$ cat src/logic/psl_defines.svh
/*
  strap and indicator constants for the strap/indicator block.
  assumes inclusion by bare name from the design file.
*/
`ifndef PSL_DEFINES_SVH
`define PSL_DEFINES_SVH
`define PSL_ADDR_BIT0        0
`define PSL_SPEED_BIT        13
`define PSL_DUPLEX_BIT       8
`define PSL_ANEG_BIT         12
`define PSL_INT_POL_BIT      9
`define PSL_LED_ALL_OFF      5'h1f
`define PSL_ACT_TOGGLE_NS    50000000
`define PSL_CLK_NS           50
`define PSL_ACT_TOGGLE_CYC   (`PSL_ACT_TOGGLE_NS / `PSL_CLK_NS)
`endif

$ cat src/logic/psl_pkg.sv
/*
  types for the strap/indicator block.
  uses nothing from psl_defines.svh.
*/
package psl_pkg;
  typedef struct packed {
    logic rmii_sel;
    logic back_to_back;
    logic addr0;
    logic test_mode;
    logic speed_100;
    logic full_duplex;
    logic autoneg_enable_bit;
  } psl_strap_t;
  typedef struct packed {
    logic link_up;
    logic activity;
    logic speed_100;
    logic full_duplex;
    logic collision;
    logic irq;
  } psl_status_t;
endpackage

$ cat src/logic/psl_strap_led.sv
/*
  strap capture during reset and indicator drive afterwards, active-low except the interrupt, whose polarity int_polarity_high sets.
  assumes one 20 MHz clock, synchronous pins, board pull resistors on pins.
*/
`timescale 1ns/1ps
`default_nettype none
`include "psl_defines.svh"
module psl_strap_led
  import psl_pkg::*;
#(
  parameter int ACT_TOGGLE_CYC = `PSL_ACT_TOGGLE_CYC
) (
  input  wire logic        mclk,
  input  wire logic        rst_b,
  input  wire psl_status_t status,
  input  wire logic        int_polarity_high,
  input  wire logic        col_pin_i,
  output logic             col_pin_o,
  output logic             col_pin_oe,
  input  wire logic        carrier_back_to_back_strap_i,
  output logic             carrier_back_to_back_strap_oe,
  input  wire logic        interrupt_addr0_pin_i,
  output logic             interrupt_addr0_pin_o,
  output logic             interrupt_addr0_pin_oe,
  input  wire logic        link_activity_test_pin_i,
  output logic             link_activity_test_pin_o,
  output logic             link_activity_test_pin_oe,
  input  wire logic        speed_pin_i,
  output logic             speed_pin_o,
  output logic             speed_pin_oe,
  input  wire logic        duplex_pin_i,
  output logic             duplex_pin_o,
  output logic             duplex_pin_oe,
  output psl_strap_t       straps,
  output logic             effective_back_to_back
);
  // strap group: pin levels taken on every reset edge, frozen afterwards
  psl_strap_t  strap_reg;
  psl_strap_t  strap_next;
  // run group: low while the shared pins are released
  logic        run_reg;
  logic        run_next;
  // blink group: activity divider and blink phase
  logic        blink_reg;
  logic        blink_next;
  logic [31:0] cnt_reg;
  logic [31:0] cnt_next;
  logic        act_tick;
  // indicator group: link, speed, duplex, collision, interrupt from bit 0 up
  logic [4:0]  out_reg;
  logic [4:0]  out_next;

  always_comb begin
    strap_next = strap_reg;
    // all default straps, autoneg included
    // the last reset edge wins, so slow pull-ups settle before the value counts
    if (!rst_b) begin
      strap_next.rmii_sel           = col_pin_i;
      strap_next.back_to_back       = carrier_back_to_back_strap_i;
      strap_next.addr0              = interrupt_addr0_pin_i;
      strap_next.test_mode          = ~link_activity_test_pin_i;
      strap_next.speed_100          = speed_pin_i;
      strap_next.full_duplex        = duplex_pin_i;
      // same pin as the reduced MII select: the two defaults cannot differ
      strap_next.autoneg_enable_bit = col_pin_i;
    end
  end

  always_ff @(posedge mclk) begin
    strap_reg <= strap_next;
  end

  always_comb begin
    run_next = rst_b;
  end

  always_ff @(posedge mclk) begin
    run_reg <= run_next;
  end

  // one-cycle enable that paces the activity blink
  assign act_tick = (cnt_reg >= 32'(ACT_TOGGLE_CYC - 1));

  always_comb begin
    cnt_next   = 32'h0;
    blink_next = 1'b0;
    // toggle during activity
    // phase restarts when activity stops, so a new burst always starts lit
    if (rst_b && status.activity && status.link_up) begin
      if (act_tick) begin
        blink_next = ~blink_reg;
      end else begin
        cnt_next   = cnt_reg + 32'h1;
        blink_next = blink_reg;
      end
    end
  end

  always_ff @(posedge mclk) begin
    blink_reg <= blink_next;
    cnt_reg   <= cnt_next;
  end

  always_comb begin
    // all indicator bits high in reset; the pins are released then anyway
    out_next = `PSL_LED_ALL_OFF;
    if (rst_b) begin
      // low on link, toggle on activity
      out_next[0] = ~status.link_up | blink_reg;
      // high at 10, low at 100
      out_next[1] = ~status.speed_100;
      out_next[2] = ~status.full_duplex;
      out_next[3] = ~status.collision;
      out_next[4] = int_polarity_high ? status.irq : ~status.irq;
    end
  end

  always_ff @(posedge mclk) begin
    out_reg <= out_next;
  end

  assign col_pin_oe                    = run_reg;
  assign link_activity_test_pin_oe     = run_reg;
  assign speed_pin_oe                  = run_reg;
  assign duplex_pin_oe                 = run_reg;
  assign interrupt_addr0_pin_oe        = run_reg;
  // carrier pin is MII data path here, never driven by this block
  assign carrier_back_to_back_strap_oe = 1'b0;
  assign link_activity_test_pin_o      = out_reg[0];
  assign speed_pin_o                   = out_reg[1];
  assign duplex_pin_o                  = out_reg[2];
  assign col_pin_o                     = out_reg[3];
  assign interrupt_addr0_pin_o         = out_reg[4];
  assign straps                        = strap_reg;
  assign effective_back_to_back        = strap_reg.back_to_back & strap_reg.rmii_sel;

  strap_hold_a: assert property (@(posedge mclk) disable iff (!rst_b)
    $past(rst_b) |-> straps == $past(straps))
    else $error("strap changed");
  rmii_capture_a: assert property (@(posedge mclk)
    !rst_b ##1 rst_b |-> straps.rmii_sel == $past(col_pin_i))
    else $error("rmii strap");
  btb_capture_a: assert property (@(posedge mclk)
    !rst_b ##1 rst_b |-> straps.back_to_back == $past(carrier_back_to_back_strap_i))
    else $error("back-to-back strap");
  addr_capture_a: assert property (@(posedge mclk)
    !rst_b ##1 rst_b |-> straps.addr0 == $past(interrupt_addr0_pin_i))
    else $error("addr");
  speed_capture_a: assert property (@(posedge mclk)
    !rst_b ##1 rst_b |-> straps.speed_100 == $past(speed_pin_i))
    else $error("speed strap");
  duplex_capture_a: assert property (@(posedge mclk)
    !rst_b ##1 rst_b |-> straps.full_duplex == $past(duplex_pin_i))
    else $error("duplex strap");
  autoneg_capture_a: assert property (@(posedge mclk)
    !rst_b ##1 rst_b |-> straps.autoneg_enable_bit == $past(col_pin_i))
    else $error("autoneg strap");
  pins_released_a: assert property (@(posedge mclk)
    !rst_b ##1 1 |-> !speed_pin_oe && !col_pin_oe && !duplex_pin_oe &&
    !link_activity_test_pin_oe && !interrupt_addr0_pin_oe)
    else $error("pin driven in reset");
  pins_driven_a: assert property (@(posedge mclk)
    !rst_b ##1 rst_b |=> speed_pin_oe && col_pin_oe && duplex_pin_oe &&
    link_activity_test_pin_oe && interrupt_addr0_pin_oe)
    else $error("pin not driven");
  speed_led_a: assert property (@(posedge mclk) disable iff (!rst_b)
    $past(rst_b) |-> speed_pin_o == !$past(status.speed_100))
    else $error("speed led");
  duplex_led_a: assert property (@(posedge mclk) disable iff (!rst_b)
    $past(rst_b) |-> duplex_pin_o == !$past(status.full_duplex))
    else $error("duplex led");
  col_led_a: assert property (@(posedge mclk) disable iff (!rst_b)
    $past(rst_b) |-> col_pin_o == !$past(status.collision))
    else $error("col led");
  irq_pol_a: assert property (@(posedge mclk) disable iff (!rst_b)
    $past(rst_b) |-> interrupt_addr0_pin_o ==
    ($past(int_polarity_high) ? $past(status.irq) : !$past(status.irq)))
    else $error("irq");
  link_off_a: assert property (@(posedge mclk) disable iff (!rst_b)
    $past(rst_b) && !$past(status.link_up) |-> link_activity_test_pin_o)
    else $error("link");
  link_on_a: assert property (@(posedge mclk) disable iff (!rst_b)
    $past(rst_b) && $past(status.link_up) && !$past(status.activity, 2)
    |-> !link_activity_test_pin_o)
    else $error("link on");
  btb_gate_a: assert property (@(posedge mclk)
    !straps.rmii_sel |-> !effective_back_to_back)
    else $error("btb");

  blink_c: cover property (@(posedge mclk) disable iff (!rst_b) $rose(blink_reg));
  rmii_c: cover property (@(posedge mclk) rst_b && straps.rmii_sel);
  irq_c: cover property (@(posedge mclk) disable iff (!rst_b) status.irq && !int_polarity_high);
  release_c: cover property (@(posedge mclk) !rst_b ##1 rst_b);
  btb_on_c: cover property (@(posedge mclk) rst_b && effective_back_to_back);
endmodule
`default_nettype wire

$ cat config.mk
export PLATFORM = sky130hd
export DESIGN_NAME = psl_strap_led
export DESIGN_NICKNAME = d
export VERILOG_FILES = /design/src/logic/psl_pkg.sv /design/src/logic/psl_strap_led.sv
export VERILOG_INCLUDE_DIRS = /design/src /design/src/logic
export SDC_FILE = /design/constraint.sdc
export NUM_CORES = 1
export LEC_CHECK = 0
export BUFFER_PORTS_ARGS = -buffer_cell sky130_fd_sc_hd__buf_2
export CORE_MARGIN = 2
export CORE_UTILIZATION = 50
export DETAILED_ROUTE_END_ITERATION = 10
export PLACE_DENSITY = 0.85
export REMOVE_ABC_BUFFERS = 1
export SETUP_SLACK_MARGIN = 0.15
export SLEW_MARGIN = 20
export SYNTH_ARGS = -nofsm -noshare
export SYNTH_HDL_FRONTEND = slang
export SYNTH_SLANG_ARGS = --single-unit
export TNS_END_PERCENT = 30
$ cat constraint.sdc
create_clock -name mclk -period 2.2 [get_ports mclk]
set_input_delay 0.22 -clock mclk [delete_from_list [all_inputs] [get_ports mclk]]
set_output_delay 0.22 -clock mclk [all_outputs]
set_load 0.02 [all_outputs]
Yosys cells after proc, flatten, opt, wreduce, memory -nomap -nowiden

Index checks and enable logic that the tools add are counted.

Output and inout bits: 19
Input port bits: 15
Register bits: 45

Reduce and logical (&&, ||, !) cells: 3
Multiplexer cells: 1
Add/sub/neg operators: 1
Bitwise operators: 10
$lt $le $gt $ge: 1

Operator list:

| kind                                                                                  | count |
|---|---|
| 32-bit by 1-bit adder with 32-bit output, second input constant                       | 1 |
| 32-bit by 20-bit greater-or-equal comparator with 1-bit output, second input constant | 1 |
| 1-bit inverter                                                                        | 8 |
| 1-bit logical AND                                                                     | 2 |
| 2-bit OR reduction                                                                    | 1 |
| 1-bit bitwise AND                                                                     | 1 |
| 1-bit 2-to-1 mux                                                                      | 1 |
| 1-bit bitwise OR                                                                      | 1 |

Depth between registers and ports, before layout

Depth in word-level cells: 4
Gate-level depth with buffers: 7
Mapped depth without buffers: 5

Least setup slack after synthesis

No wires, ideal clock.

Kind: register to register
From: reg cnt_reg[0]
To: reg cnt_reg[18]
Data arrival time: 1.570 ns
Slack: 0.549 ns
Library setup time: 0.081 ns
Buffers on the path: 1
Cell stages (with the launch flop): 7
Path through: dfxtp_1 ha_1 and2_1 buf_2 nand4_2 or4_1 a211oi_2

Longest elaborated chain between the ends: 2
Elaborated cells between the ends (all ways): 3

RTL lines:

| item                                                           | RTL line             | source |
|---|---|---|
| start, declared                                                | psl_strap_led.sv:46  | `logic [31:0] cnt_reg;` |
| start signal, assigned                                         | psl_strap_led.sv:101 | `cnt_reg <= cnt_next;` |
| 32-bit by 20-bit greater-or-equal comparator with 1-bit output | psl_strap_led.sv:82  | `assign act_tick = (cnt_reg >= 32'(ACT_TOGGLE_CYC - 1));` |
| 2-bit OR reduction (no source line)                            | n/a                  |  |

Several ways; a longest one is shown, not always the timed one.
A chain may end at the register's enable or synchronous reset.

Worst setup path in the final report

Ends and elaborated chain as after synthesis.

==> flow_summary_export.csv <==
group,metric,value,unit
synth,synth-edff-count,6,
final_layout,fin_nets,220,
critical_path,rrSetupSlack,350,ps
critical_path,worst-path-buf-inv,0,
clock_network,cts_buffer_depth,2,
global_route,grt_pass1_wl,5526,um
critical_path,critPathMaxFanout,6,
place,hpwl,2331,um
outcome,status,"complete, no violations",
drt,post-route-drc-count,0,
synth,yosysWarnings,0,
floorplanning,io_pins,34,
critical_path,slowest_stage,"or4_1",
floorplanning,row_count,22,
floorplanning,core,3606,um^2
critical_path,reg2reg_depth,5,
clock_network,clk_latency,300,ps
drt,postRouteAntennaNets,0,
run,maxCapViolCount,0,
critical_path,endpoint_kind,"register",
critical_path,critPathKind,"reg2reg",
clock_network,post_cts_buffers,0,
critical_path,critical-path-top-delay-family,"simple AND/OR/NAND/NOR gates",
clock_network,cts_max_level,2,
power_and_ir_drop,p_total,0.001454,W
floorplanning,start_util,51.35,%
critical_path,path_depth,5,
clock_network,cts_buffers,5,
clock_network,holdBufCountCts,0,
synth,syn_area_per_cell,11.29,um^2
final_layout,drive_above_1_share,34.15,%
place,numPortBuffers,32,
critical_path,worstPathArrival,2080,ps
drt,vias,1330,
clock_network,cts_resized,0,
critical_path,crit_path_cell_trace,"ha_1 -> and2_1 -> nand4_2 -> or4_1 -> a211oi_2",
power_and_ir_drop,power.density,683.4,nW/um^2
power_and_ir_drop,worst_ir_drop_vdd,292.1,uV
sta,setup_viol,0,
global_route,grt_use_total,17.39,%
global_route,grt_max_degree,16,
final_layout,final_common_cell,"dfxtp_1",
synth,synth_top_cell_by_area,"dfxtp_1",
critical_path,cp-start-kind,"register",
clock_network,root_buffer,"clkbuf_8",
global_route,first_global_vias,1282,
sta,drv_slew,0,
drt,finalWirelength,3235,um
global_route,overflow,0,
critical_path,cp_data_required_time,2430,ps
final_layout,n_antenna_cell,0,
floorplanning,die_h,64.86,um
synth,synth_top_cell_area_share,42.16,%
global_route,antenna_found_initial,0,
synth,netlist-cell-type-count,37,
final_layout,multi_input_area,820.8,um^2
drt,viasPerCell,5.257,
place,gp_congestion,0.8018,
synth,synth_area,1852,um^2
sta,hold_violations,0,
final_layout,register_area,960.9,um^2
final_layout,largest_reg_flops,32,
clock_network,clk_pin_slew,90,ps
sta,rsz0062_at_grt,"false",
synth,synth-async-reset-ratio,0,%
critical_path,slowest_delay,450,ps
synth,ys_ff_latch,45,
clock_network,cts_sinks,45,
place,dpl_cell_area,2036,um^2
sta,skew,8.717,ps
final_layout,fin_cells,253,
final_layout,syn2layout_area_growth,14.86,%
final_layout,fin_area,2127,um^2
sta,fin_crit,1854,ps
sta,timing.fmax,539.4,MHz
synth,synth_ff_type,"dfxtp_1",
power_and_ir_drop,p_leak,0.8024,nW
worst_hold_path,hold_path.class,"in2reg",
final_layout,nFillCells,294,
place,place_ws,366.8,ps
synth,syn_inst,164,
worst_hold_path,min_path_cells,2,
drt,wire_per_inst,12.79,um
place,dp.cells,245,
floorplanning,die_x,64.86,um
synth,synthTopCellsByArea,"dfxtp_1 42%, edfxtp_1 9.7%, nor3_2 6.5%",
final_layout,final_cell_mix,"39 x dfxtp_1, 32 x buf_2, 13 x conb_1",
sta,setup_ws,346.1,ps
sta,fin_setup_tns,0,ps
floorplanning,die-area,4206,um^2
drt,firstDrtPassIters,4,
drt,first_iter_violations,49,
clock_network,cts_tree,"built",
sta,finalCritPeriodShare,84.27,%
synth,synth-seq-area-share,51.89,%
report_power, final:
part	leakage, nW	total (W)	switching (W)	internal (W)
registers	0.379	0.000868	0.00000857	0.000860
logic	0.375	0.0000771	0.0000495	0.0000276
clock network	0.0481	0.000508	0.000283	0.000225
total	0.802	0.00145	0.000341	0.00111
stage by stage:
step	hold WS, ps	utilization, %
floorplan	247.7	-
global placement	384.4	56.45
detailed placement	388.4	56.45
CTS	62.51	58.99
global route	60.59	58.99
finish	68.34	58.99
area by class of cell:
class,count,area share (%)
Tap cell,48,2.824
Timing Repair Buffer,35,8.588
Clock inverter,3,1.059
Inverter,3,0.5294
Sequential cell,45,45.18
Multi-Input combinational cell,114,38.59
Clock buffer,5,3.235
final timing paths:
path,start,to
max,cnt_reg[0],cnt_reg[18]
min,status[2],out_reg[2]
max reg2reg,cnt_reg[0],cnt_reg[18]
min reg2reg,blink_reg,blink_reg
logic make-up (layout without fill, tap and decap cells):
kind of cell | Yosys count | after routing | share of synthesized area [%]
AND/OR/NAND/NOR | 69 | 69 | 25.68
other | 1 | 13 | 0.2025
flip-flops | 45 | 45 | 51.89
buffers and inverters | 17 | 46 | 6.216
multiplexers | 1 | 1 | 0.5406
adder cells (fa/ha/maj) | 1 | 1 | 0.6756
XOR/XNOR | 12 | 12 | 5.676
AO/OA/AOI/OAI | 18 | 18 | 9.121
Yosys cell counts (2+ instances only):
| master | count |
|---|---|
| a211oi_2 | 7 |
| and2_1 | 2 |
| and3_1 | 6 |
| and4_1 | 4 |
| buf_2 | 2 |
| buf_4 | 7 |
| buf_6 | 3 |
| clkbuf_1 | 2 |
| dfxtp_1 | 39 |
| edfxtp_1 | 6 |
| inv_1 | 3 |
| nand2_1 | 12 |
| nand3_1 | 8 |
| nand4_1 | 6 |
| nor3_2 | 12 |
| nor4_1 | 4 |
| o211ai_2 | 2 |
| o21ai_0 | 5 |
| o31ai_1 | 2 |
| or3_1 | 4 |
| or4_1 | 2 |
| xnor2_1 | 3 |
| xor2_1 | 9 |
layer usage:
layer	up-vias	part of all wire [%]	global-route usage (%)	wire length, um
met5	-	0	0	0
met4	0	3.2	10.64	105
met3	10	5.2	4.514	169
met2	43	49	29.90	1573
met1	619	43	19.05	1387
li1	658	-	-	-
Note: power is estimated with default switching activity, not from simulation.
